$ cat src/logic/radio_page_pkg.sv
// Package for the radio mode register page: offsets, reset values, field
// positions, device states and the bus and control carriers.
// Assumes a 32-bit classic Wishbone bus with byte addresses, one register
// per aligned word, register index equal to byte address divided by four.
`default_nettype none

package radio_page_pkg;

  // Register indices; the byte address is four times the index.
  localparam logic [6:0] IDX_FIFO     = 7'h00;
  localparam logic [6:0] IDX_OPMODE   = 7'h01;
  localparam logic [6:0] IDX_RSVD_LO  = 7'h02;
  localparam logic [6:0] IDX_RSVD_HI  = 7'h05;
  localparam logic [6:0] IDX_FRF_HIGH = 7'h06;
  localparam logic [6:0] IDX_FRF_MID  = 7'h07;
  localparam logic [6:0] IDX_FRF_LOW  = 7'h08;
  localparam logic [6:0] IDX_PAGE_LO  = 7'h0d;
  localparam logic [6:0] IDX_PAGE_HI  = 7'h3f;
  localparam logic [6:0] IDX_BAND_LO  = 7'h61;
  localparam logic [6:0] IDX_BAND_HI  = 7'h73;

  // Sizes of the windowed pages and of the data FIFO.
  localparam int PAGE_WORDS = 51;
  localparam int BAND_WORDS = 19;
  localparam int FIFO_DEPTH = 16;

  // Operating-mode field positions.
  localparam int OPM_FAMILY_BIT = 7;
  localparam int OPM_ALT_BIT    = 6;
  localparam int OPM_BAND_BIT   = 3;

  // Reset values.
  localparam logic        FAMILY_RST   = 1'b0;
  localparam logic        ALT_RST      = 1'b0;
  localparam logic        BAND_RST     = 1'b1;
  localparam logic [7:0]  FRF_HIGH_RST = 8'h6c;
  localparam logic [7:0]  FRF_MID_RST  = 8'h80;
  localparam logic [7:0]  FRF_LOW_RST  = 8'h00;
  localparam logic [23:0] FRF_WORD_RST = 24'h6c8000;

  // Synthesizer scaling: carrier = ref * word / 2**FRF_SHIFT.
  localparam int FRF_SHIFT  = 19;
  localparam int REF_OSC_HZ = 32000000;

  // Device states held in the low three bits of the operating mode.
  typedef enum logic [2:0] {
    ST_SLEEP        = 3'b000,
    ST_IDLE_READY   = 3'b001,
    ST_TX_SYNTH     = 3'b010,
    ST_TRANSMIT     = 3'b011,
    ST_RX_SYNTH     = 3'b100,
    ST_RX_UNENDING  = 3'b101,
    ST_RX_ONE_SHOT  = 3'b110,
    ST_CHAN_PROBE   = 3'b111
  } dev_state_t;

  localparam dev_state_t STATE_RST = ST_IDLE_READY;

  // Wishbone request from the master.
  typedef struct packed {
    logic        cyc;
    logic        stb;
    logic        we;
    logic [3:0]  sel;
    logic [8:0]  adr;
    logic [31:0] dat;
  } wb_req_t;

  // Wishbone answer to the master.
  typedef struct packed {
    logic        ack;
    logic [31:0] dat;
  } wb_rsp_t;

  // Settings handed to the modem and synthesizer.
  typedef struct packed {
    logic        modem_family_select;
    logic        alt_page_access;
    logic        low_band_bank_select;
    dev_state_t  state;
    logic        state_trigger;
    logic [23:0] carrier_word;
  } radio_ctl_t;

endpackage

`default_nettype wire

$ cat src/logic/radio_mode_register_page.sv
// Register page of the transceiver while the spread-spectrum modem is chosen:
// data FIFO port, operating mode, reserved words, carrier frequency word,
// the shared 0x0d..0x3f window and the banked 0x61..0x73 window.
// Assumes a classic Wishbone master on clk_i and a synchronous reset.
`default_nettype none

module radio_mode_register_page (
  // Clock and reset.
  input  wire logic                    clk_i,
  input  wire logic                    rst_i,
  // Wishbone slave.
  input  wire radio_page_pkg::wb_req_t wb_i,
  output var  radio_page_pkg::wb_rsp_t wb_o,
  // Settings towards the modem and synthesizer.
  output var  radio_page_pkg::radio_ctl_t ctl_o,
  output logic [4:0]                   fifo_level_o
);

  // Returns true when an index lies inside an inclusive window.
  function automatic logic in_range(input logic [6:0] idx,
                                    input logic [6:0] lo,
                                    input logic [6:0] hi);
    in_range = (idx >= lo) && (idx <= hi);
  endfunction

  // Bus decode.
  logic [6:0] idx;        // Register index from the byte address.
  logic       aligned;    // Only whole-word addresses are mapped.
  logic       hit;        // Request taken at this edge.
  logic       wr;         // Write with the low byte lane enabled.
  logic       rd;         // Read taken at this edge.
  logic [7:0] wdat;       // Low byte of the write data.
  logic       ack_q;      // Registered acknowledge.
  logic [31:0] dat_q;     // Registered read data.
  logic [7:0] rd_d;       // Next read byte.

  // Operating mode fields.
  logic                       family_q;   // 1 selects spread spectrum.
  logic                       alt_q;      // Shared FSK window access.
  logic                       band_q;     // 1 selects the low band bank.
  radio_page_pkg::dev_state_t state_q;    // Device state.
  logic                       trig_q;     // One-cycle state change pulse.

  // Carrier frequency staging and committed word.
  logic [7:0]  frf_hi_q;
  logic [7:0]  frf_mid_q;
  logic [7:0]  frf_lo_q;
  logic [23:0] carrier_q;

  // FIFO storage and pointers.
  logic [7:0] fifo_mem [radio_page_pkg::FIFO_DEPTH];
  logic [3:0] wr_ptr_q;
  logic [3:0] rd_ptr_q;
  logic [4:0] fifo_cnt_q;
  logic       asleep;
  logic       fifo_push;
  logic       fifo_pop;

  // Windowed pages: FSK and spread-spectrum copies, and two band banks.
  logic [7:0] fsk_page [radio_page_pkg::PAGE_WORDS];
  logic [7:0] ss_page  [radio_page_pkg::PAGE_WORDS];
  logic [7:0] band_lo  [radio_page_pkg::BAND_WORDS];
  logic [7:0] band_hi  [radio_page_pkg::BAND_WORDS];
  logic [5:0] page_off;
  logic [4:0] band_off;
  logic       use_fsk;
  logic       in_page;
  logic       in_band;

  assign idx      = wb_i.adr[8:2];
  assign aligned  = (wb_i.adr[1:0] == 2'b00);
  assign hit      = wb_i.cyc && wb_i.stb && !ack_q;
  assign wr       = hit && wb_i.we && wb_i.sel[0] && aligned;
  assign rd       = hit && !wb_i.we && aligned;
  assign wdat     = wb_i.dat[7:0];
  assign asleep   = (state_q == radio_page_pkg::ST_SLEEP);
  assign in_page  = in_range(idx, radio_page_pkg::IDX_PAGE_LO,
                             radio_page_pkg::IDX_PAGE_HI);
  assign in_band  = in_range(idx, radio_page_pkg::IDX_BAND_LO,
                             radio_page_pkg::IDX_BAND_HI);
  assign page_off = 6'(idx - radio_page_pkg::IDX_PAGE_LO);
  assign band_off = 5'(idx - radio_page_pkg::IDX_BAND_LO);
  // The FSK page is reached in FSK mode, or through the shared bit.
  assign use_fsk  = !family_q || alt_q;

  // The port is dead while asleep, so a pop or push never moves pointers.
  assign fifo_push = wr && (idx == radio_page_pkg::IDX_FIFO) && !asleep &&
                     (fifo_cnt_q != 5'(radio_page_pkg::FIFO_DEPTH));
  assign fifo_pop  = rd && (idx == radio_page_pkg::IDX_FIFO) && !asleep &&
                     (fifo_cnt_q != 5'h00);

  // Read multiplexer; unmapped and reserved words answer with zero.
  always_comb begin
    rd_d = 8'h00;
    if (aligned) begin
      if (idx == radio_page_pkg::IDX_FIFO) begin
        // An empty or sleeping FIFO reads as zero.
        rd_d = fifo_pop ? fifo_mem[rd_ptr_q] : 8'h00;
      end else if (idx == radio_page_pkg::IDX_OPMODE) begin
        rd_d = {family_q, alt_q, 2'b00, band_q, state_q};
      end else if (idx == radio_page_pkg::IDX_FRF_HIGH) begin
        rd_d = frf_hi_q;
      end else if (idx == radio_page_pkg::IDX_FRF_MID) begin
        rd_d = frf_mid_q;
      end else if (idx == radio_page_pkg::IDX_FRF_LOW) begin
        rd_d = frf_lo_q;
      end else if (in_page) begin
        rd_d = use_fsk ? fsk_page[page_off] : ss_page[page_off];
      end else if (in_band) begin
        rd_d = band_q ? band_lo[band_off] : band_hi[band_off];
      end
    end
  end

  // Bus answer: one wait state, ack drops in the cycle after it was given.
  always_ff @(posedge clk_i) begin
    if (rst_i) begin
      ack_q <= 1'b0;
      dat_q <= 32'h0000_0000;
    end else begin
      ack_q <= hit;
      if (hit) begin
        // Upper lanes always read zero; the registers are a byte wide.
        dat_q <= {24'h00_0000, rd_d};
      end
    end
  end

  // Operating mode register and the state change pulse.
  always_ff @(posedge clk_i) begin
    if (rst_i) begin
      family_q <= radio_page_pkg::FAMILY_RST;
      alt_q    <= radio_page_pkg::ALT_RST;
      band_q   <= radio_page_pkg::BAND_RST;
      state_q  <= radio_page_pkg::STATE_RST;
      trig_q   <= 1'b0;
    end else begin
      trig_q <= 1'b0;
      if (wr && (idx == radio_page_pkg::IDX_OPMODE)) begin
        // The family is checked against the state before this write, so a
        // write that both enters sleep and flips the family keeps the old family.
        if (asleep) begin
          family_q <= wdat[radio_page_pkg::OPM_FAMILY_BIT];
        end
        alt_q   <= wdat[radio_page_pkg::OPM_ALT_BIT];
        band_q  <= wdat[radio_page_pkg::OPM_BAND_BIT];
        state_q <= radio_page_pkg::dev_state_t'(wdat[2:0]);
        trig_q  <= 1'b1;
      end
    end
  end

  // Carrier frequency: upper bytes stage, the low byte commits the word.
  // Changing it outside sleep or idle is left to software discipline.
  always_ff @(posedge clk_i) begin
    if (rst_i) begin
      frf_hi_q  <= radio_page_pkg::FRF_HIGH_RST;
      frf_mid_q <= radio_page_pkg::FRF_MID_RST;
      frf_lo_q  <= radio_page_pkg::FRF_LOW_RST;
      carrier_q <= radio_page_pkg::FRF_WORD_RST;
    end else if (wr) begin
      if (idx == radio_page_pkg::IDX_FRF_HIGH) begin
        frf_hi_q <= wdat;
      end else if (idx == radio_page_pkg::IDX_FRF_MID) begin
        frf_mid_q <= wdat;
      end else if (idx == radio_page_pkg::IDX_FRF_LOW) begin
        frf_lo_q  <= wdat;
        // The synthesizer scales this word by the reference over 2**19.
        carrier_q <= {frf_hi_q, frf_mid_q, wdat};
      end
    end
  end

  // FIFO pointers; sleep empties the FIFO every cycle it lasts.
  always_ff @(posedge clk_i) begin
    if (rst_i || asleep) begin
      wr_ptr_q   <= 4'h0;
      rd_ptr_q   <= 4'h0;
      fifo_cnt_q <= 5'h00;
    end else begin
      if (fifo_push) begin
        wr_ptr_q <= wr_ptr_q + 4'h1;
      end
      if (fifo_pop) begin
        rd_ptr_q <= rd_ptr_q + 4'h1;
      end
      fifo_cnt_q <= fifo_cnt_q + 5'(fifo_push) - 5'(fifo_pop);
    end
  end

  // FIFO storage needs no reset; the count guards every read.
  always_ff @(posedge clk_i) begin
    if (fifo_push) begin
      fifo_mem[wr_ptr_q] <= wdat;
    end
  end

  // Shared window: a write lands only in the page that is routed now.
  always_ff @(posedge clk_i) begin
    if (rst_i) begin
      for (int i = 0; i < radio_page_pkg::PAGE_WORDS; i++) begin
        fsk_page[i] <= 8'h00;
        ss_page[i]  <= 8'h00;
      end
    end else if (wr && in_page) begin
      if (use_fsk) begin
        fsk_page[page_off] <= wdat;
      end else begin
        ss_page[page_off] <= wdat;
      end
    end
  end

  // Band banks: the copy not selected keeps its value untouched.
  always_ff @(posedge clk_i) begin
    if (rst_i) begin
      for (int i = 0; i < radio_page_pkg::BAND_WORDS; i++) begin
        band_lo[i] <= 8'h00;
        band_hi[i] <= 8'h00;
      end
    end else if (wr && in_band) begin
      if (band_q) begin
        band_lo[band_off] <= wdat;
      end else begin
        band_hi[band_off] <= wdat;
      end
    end
  end

  // Outputs come straight from flip-flops. Each carrier is driven whole by
  // one assignment, so no tool sees several drivers on one packed variable.
  assign wb_o         = '{ack: ack_q, dat: dat_q};
  assign ctl_o        = '{modem_family_select:  family_q,
                          alt_page_access:      alt_q,
                          low_band_bank_select: band_q,
                          state:                state_q,
                          state_trigger:        trig_q,
                          carrier_word:         carrier_q};
  assign fifo_level_o = fifo_cnt_q;

  // Checks on the logic above.
  a_ack_single_pulse: assert property (@(posedge clk_i) disable iff (rst_i)
    ack_q |=> !ack_q)
    else $error("ack held longer than one cycle");

  a_ack_follows_req: assert property (@(posedge clk_i) disable iff (rst_i)
    (wb_i.cyc && wb_i.stb && !ack_q) |=> ack_q)
    else $error("request not acknowledged after one cycle");

  a_family_locked: assert property (
    @(posedge clk_i) disable iff (rst_i)
    !asleep |=> $stable(family_q))
    else $error("modem family changed outside sleep");

  a_fifo_sleep_clear: assert property (
    @(posedge clk_i) disable iff (rst_i)
    asleep |=> (fifo_cnt_q == 5'h00))
    else $error("fifo not emptied in sleep");

  a_fifo_sleep_read: assert property (
    @(posedge clk_i) disable iff (rst_i)
    (rd && asleep && idx == radio_page_pkg::IDX_FIFO) |=> (dat_q == 32'h0))
    else $error("fifo read returned data in sleep");

  a_carrier_commit: assert property (
    @(posedge clk_i) disable iff (rst_i)
    (wr && idx == radio_page_pkg::IDX_FRF_LOW) |=>
      (carrier_q == {$past(frf_hi_q), $past(frf_mid_q), $past(wdat)}))
    else $error("carrier word not committed by low byte");

  a_carrier_staged: assert property (
    @(posedge clk_i) disable iff (rst_i)
    !(wr && idx == radio_page_pkg::IDX_FRF_LOW) |=> $stable(carrier_q))
    else $error("carrier word changed without low byte write");

  a_reserved_zero: assert property (
    @(posedge clk_i) disable iff (rst_i)
    (rd && in_range(idx, radio_page_pkg::IDX_RSVD_LO,
                    radio_page_pkg::IDX_RSVD_HI)) ##1 ack_q
      |-> (dat_q == 32'h0))
    else $error("reserved word read nonzero");

  a_opmode_rsvd_bits: assert property (
    @(posedge clk_i) disable iff (rst_i)
    (rd && idx == radio_page_pkg::IDX_OPMODE) |=>
      (dat_q[5:4] == 2'b00 && dat_q[2:0] == $past(state_q)))
    else $error("operating mode read back wrong");

  a_state_trigger: assert property (
    @(posedge clk_i) disable iff (rst_i)
    (wr && idx == radio_page_pkg::IDX_OPMODE) |=>
      (trig_q && state_q == $past(wdat[2:0])) ##1 !trig_q)
    else $error("state write did not trigger once");

  c_fifo_round_trip: cover property (@(posedge clk_i) disable iff (rst_i)
    fifo_push ##[1:20] fifo_pop);

  c_family_switch: cover property (@(posedge clk_i) disable iff (rst_i)
    $rose(family_q));

  c_shared_window: cover property (@(posedge clk_i) disable iff (rst_i)
    wr && in_page && family_q && alt_q);

  c_carrier_commit: cover property (@(posedge clk_i) disable iff (rst_i)
    wr && idx == radio_page_pkg::IDX_FRF_LOW);

endmodule

`default_nettype wire

$ cat config.mk
export PLATFORM = sky130hd
export DESIGN_NAME = radio_mode_register_page
export DESIGN_NICKNAME = d
export VERILOG_FILES = /design/src/logic/radio_page_pkg.sv /design/src/logic/radio_mode_register_page.sv
export SDC_FILE = /design/constraint.sdc
export NUM_CORES = 2
export LEC_CHECK = 0
export BUFFER_PORTS_ARGS = -buffer_cell sky130_fd_sc_hd__buf_2
export CAP_MARGIN = 30
export CELL_PAD_IN_SITES_DETAIL_PLACEMENT = 0
export CELL_PAD_IN_SITES_GLOBAL_PLACEMENT = 2
export CORE_AREA = 4 4 418 627
export DETAILED_ROUTE_END_ITERATION = 16
export DIE_AREA = 0 0 422 631
export PLACE_DENSITY_LB_ADDON = 0.12
export SYNTH_ARGS = -nofsm -noshare
export SYNTH_HDL_FRONTEND = slang
export SYNTH_SLANG_ARGS = --single-unit
$ cat constraint.sdc
create_clock -name clk_i -period 7.2 [get_ports clk_i]
set_input_delay 1.08 -clock clk_i [delete_from_list [all_inputs] [get_ports clk_i]]
set_output_delay 1.08 -clock clk_i [all_outputs]
set_load 0.05 [all_outputs]
Yosys cells after proc, flatten, opt, wreduce, memory -nomap -nowiden
Memories as Yosys holds them, arrays and structs flattened. A register that Yosys moved wholly into a read port is not among the register bits.
Index checks and enable logic that the tools add are counted.
{ "word_totals": {"output_inout_bits": 69, "ramBits": 1248, "ff_bits": 77, "input_bits": 50, "mem_count": 5} }
{ "mem_list": {"columns": ["name", "depth", "width", "rd", "rd_ports_with_merged_regs", "wr", "line_no", "source"], "rows": [
  ["fsk_page", 51, 8, 1, 0, 51, "radio_mode_register_page.sv:60", "logic [7:0] fsk_page [radio_page_pkg::PAGE_WORDS];"],
  ["ss_page", 51, 8, 1, 0, 51, "radio_mode_register_page.sv:61", "logic [7:0] ss_page [radio_page_pkg::PAGE_WORDS];"],
  ["band_hi", 19, 8, 1, 0, 19, "radio_mode_register_page.sv:63", "logic [7:0] band_hi [radio_page_pkg::BAND_WORDS];"],
  ["band_lo", 19, 8, 1, 0, 19, "radio_mode_register_page.sv:62", "logic [7:0] band_lo [radio_page_pkg::BAND_WORDS];"],
  ["fifo_mem", 16, 8, 1, 1, 1, "radio_mode_register_page.sv:51", "logic [7:0] fifo_mem [radio_page_pkg::FIFO_DEPTH];"]
]} }
{ "classes": {"bitwise_logic": 2, "muxes": 46, "eq_ne": 5, "n_lt_le_gt_ge": 4, "n_reduce_logical": 36, "n_addsub": 6} }
{ "op_table": {"columns": ["operator", "n"], "rows": [
  ["2-to-1 mux 8 bit", 15],
  ["OR reduction 8 bit", 4],
  ["2-to-1 mux 1 bit", 25],
  ["logical AND 1 bit", 18],
  ["== test 7 x 3 -> 1 bit (second input constant)", 2],
  ["2-to-1 mux 6 bit", 2],
  ["2-to-1 mux 5 bit", 2],
  ["adder 4 x 1 -> 4 bit (second input constant)", 2],
  ["2-to-1 mux 4 bit", 2],
  ["== test 7 x 1 -> 1 bit (second input constant)", 1],
  ["== test 7 x 4 -> 1 bit (second input constant)", 1],
  ["greater-or-equal comparator 7 x 4 -> 1 bit (second input constant)", 1],
  ["greater-or-equal comparator 7 bit (second input constant)", 1],
  ["less-or-equal comparator 7 x 6 -> 1 bit (second input constant)", 1],
  ["less-or-equal comparator 7 bit (second input constant)", 1],
  ["logical NOT 7 bit", 1],
  ["subtractor 6 x 4 -> 6 bit (second input constant)", 1],
  ["adder 5 x 1 -> 5 bit", 1],
  ["inequality test 5 bit (second input constant)", 1],
  ["nonzero test 5 bit", 1],
  ["subtractor 5 x 1 -> 5 bit", 1],
  ["subtractor 5 x 1 -> 5 bit (second input constant)", 1],
  ["logical NOT 1 bit", 4],
  ["AND reduction 2 bit", 2],
  ["6 further kinds", 8]
]} }

Depth between registers and ports, before layout
{ "depth": {"depth_word": 11, "ltp_mapped": 24} }

Least setup slack after synthesis
Ideal clock, no wire load.
{ "synth_path": {"path_type": "input to register", "start": "in wb_i[34] (netlist bit)", "end": "mem ss_page[30][0], enable pin", "setup_ns": 0.384, "cell_stages": 17, "path_slack_ns": 2.037, "n_path_buf": 10, "arrival_time_ns": 4.779, "required_time_ns": 6.816, "path_cell_list": "buf_6 buf_6 buf_8 buf_8 inv_2 buf_2 buf_2 ha_1 and3b_1 buf_2 xnor2_1 buf_4 nor4_2 nand2_1 buf_2 buf_2 o21ai_0"} }
{ "synth_lines": {"columns": ["item", "line_no", "source"], "rows": [
  ["start, declared", "radio_mode_register_page.sv:12", "input wire radio_page_pkg::wb_req_t wb_i,"],
  ["end, declared", "radio_mode_register_page.sv:61", null]
]} }

Worst setup path in the final report
{ "layout_path": {"start": "in wb_i[34] (netlist bit)", "end": "reg dat_q[3]"} }
{ "layout_between": {"elab_chain_len": 11, "word_cells_on_any_way": 31, "classes_between": "add/sub: 2; order compare: 4; eq/ne: 4; mux: 11; reduce/logical: 6; memory: 4"} }
{ "layout_lines": {"columns": ["item", "line_no", "source"], "rows": [
  ["parallel branches: the longest is 9 deep, another holds memory read (51 x 8 bit)", null, null],
  ["2-to-1 mux 8 bit *", "radio_mode_register_page.sv:96", "if (idx == radio_page_pkg::IDX_FIFO) begin"],
  ["2-to-1 mux 8 bit *", "radio_mode_register_page.sv:95", "if (aligned) begin"],
  ["end signal, assigned", "radio_mode_register_page.sv:124", "dat_q <= {24'h00_0000, rd_d};"],
  ["end, declared", "radio_mode_register_page.sv:34", "logic [31:0] dat_q;"]
]} }
Mark *: on every way between the ends.
A chain may end at the register's enable or synchronous reset.

==> out/metrics.csv <==
metric,value,unit
status,completed,
holdCritStartpoint,carrier_q[9],
power_density,262,mW/mm^2
grt_pass1_vias,49000,
cp-start-kind,input pin,
dp.cells,8972,
synthFlopType,edfxtp_1,
grt_max_degree,117,
cp_max_fo,31,
tns,0,ns
cts_setup_buffers,0,
die_area,0.266,sq mm
mostFrequentLayoutCells,"1648 x edfxtp_1, 730 x and2_1, 574 x nand2_1",
post_drt_wl_per_cell,30.2,um
rows,228,
synth.distinct_cells,94,
wl,282,mm
crit_start,wb_i[34],
grt_pass1_wl,395,mm
synthToLayoutAreaGrowth,14.8,%
h-tree-depth,4,
drc,0,
maxSlewViolCount,0,
syn_inst,5586,
rr_worst_depth,9,
skew,0.0474,ns
start_util,0.299,
coreArea,0.256,sq mm
synth_edf_count,1648,
detail_route.vias_per_cell,5.10,
cts_tree,yes,
final_nets,5895,
die_x,422,um
end_kind,register,
hold_path_depth,2,
clockBufferDepth,4,
die_h,631,um
critPathRequiredTime,7.96,ns
clkTransAtPathRegs,0.07,ns
final_common_cell,edfxtp_1,
cts_resized,0,
ctsHoldBuffers,0,
yosysWarnings,0,
final_cells,9316,
finalSetupViolCount,0,
port_buffers,67,
drive_gt1_frac,0.164,
worstMarginPinSlew,1.11,ns
arrival,5.94,ns
r2r_slack,2.74,ns
syn_avg_cell_area,13.7,sq um
synth_area,0.0767,sq mm
final_antenna_net_count,0,
cts_root_buffer,clkbuf_16,
num_io_pins,119,
fill_cells,25100,
slew-limit-headroom,0.251,
drt_first_pass_iters,7,
grt_setup_unrepaired,no,
synth_seq_cells,1737,
cts_buffers,186,
grt_usage,0.208,
timing.final.crit_period,5.19,ns
hold_viol_final,0,
gp_routability_congestion,0.808,
max_freq,193,MHz
dpl.hpwl,186,mm
drv_cap,0,
p_leak,29.8,nW
synth_seq_area_share,0.668,
async_reset_ff_frac,0,
insertion_delay,0.84,ns
overflow,0,
drtIter0Drc,3832,
regToRegEndpoint,ss_page[5][6],
vdd_drop_max,168,uV
hold_class,register to register,
fin_crit_sh,0.720,
critical_path_class,input pin to register,
r2r-start,ack_q,
min_to,carrier_q[9],
vias,47500,
cts_sinks,1737,
antenna_found_initial,9,
final cells by class:
class                      instances  area, sq um  share of cell area
timing repair buffer             371         2970              0.0337
clock inverter                    94          815             0.00925
multi-input combinational       3495        23700               0.269
tap                             3335         4170              0.0474
clock buffer                     237         5010              0.0569
inverter                          38          156             0.00178
sequential                      1737        51300               0.582
antenna                            9         22.5            0.000256
synthesized netlist by cell type, types with 20 or more instances:
cell type	n	area share
edfxtp_1	1648	0.65
and2_1	731	0.060
nand2_1	583	0.029
nor2_1	472	0.023
mux4_2	253	0.074
clkbuf_1	224	0.011
nor3_1	201	0.013
o21ai_0	172	0.011
nand3_1	146	0.0095
buf_2	137	0.0089
mux2i_1	115	0.015
a21oi_1	92	0.0060
dfxtp_1	89	0.023
buf_4	63	0.0062
o22ai_1	55	0.0045
a31oi_1	51	0.0042
nand4_1	39	0.0032
a32oi_1	37	0.0042
inv_1	35	0.0017
or3_1	28	0.0023
nor2_2	24	0.0020
and3_1	22	0.0018
buf_1	22	0.0011
a211oi_1	20	0.0020
how the worst max path moves through the flow:
stage,to,slack [ns],cells past startpoint
2_1_floorplan,ss_page[30][0],2.04,17
3_3_place_gp,dat_q[7],0.79,11
3_5_place_dp,dat_q[7],1.17,12
4_1_cts,dat_q[2],2.10,13
5_1_grt,dat_q[5],2.12,13
6_report,dat_q[3],2.01,11
critical path, stage by stage:
cell and delay (ns):
buf_8 0.29, clkinv_2 0.18, ha_4 0.77, inv_6 0.33
buf_12 0.29, mux4_2 0.41, nor2_1 0.05, o21ai_0 0.87
nand4_1 0.58, a21oi_1 0.72, o31a_1 0.22
registers in the layout, summed over array words and instances, names as in the netlist, 8 cells and up, named ones only:
signal	count
fsk_page	512
ss_page	512
frf_hi_q	8
band_lo	256
frf_mid_q	8
dat_q	8
band_hi	256
fifo_mem	128
carrier_q	17
metal layers:
| layer | global-route usage | wire length [um] |
|---|---|---|
| met5 | 0 | 13 |
| met4 | 0.0629 | 9390 |
| met3 | 0.0200 | 9490 |
| met2 | 0.387 | 150000 |
| met1 | 0.253 | 113000 |
where the power goes:
group / internal [mW] / total (mW) / switching (mW)
Clock: 5.41 / 9.54 / 4.13
Combinational: 0.587 / 2.15 / 1.56
Sequential: 11.3 / 11.4 / 0.0812
Total: 17.3 / 23.1 / 5.78
cells by family (layout without fill, tap and decap cells):
family,Yosys count,count (layout),share of synthesized area
compound gates,600,600,0.0514
xor+xnor,15,15,0.00225
fa+ha+maj,16,16,0.00271
buf+inv,505,740,0.0324
flops,1737,1737,0.668
mux,383,383,0.0915
other cells,1,161,0.0000489
simple gates,2329,2329,0.151
through the flow:
step | worst slack, ns | hold slack, ns | cell area, sq um | total power, mW | util
5_1_grt | 2.12 | 0.469 | 88100 | 23.8 | 0.343
3_5_place_dp | 1.17 | 0.445 | 82200 | 13.8 | 0.321
2_1_floorplan | 2.04 | 0.442 | 77300 | 12.7 | -
6_report | 2.01 | 0.453 | 88100 | 23.1 | 0.343
4_1_cts | 2.10 | 0.454 | 88000 | 23.4 | 0.343
3_3_place_gp | 0.788 | 0.448 | 81800 | 13.8 | 0.319
Note: power is estimated with default switching activity, not from simulation.
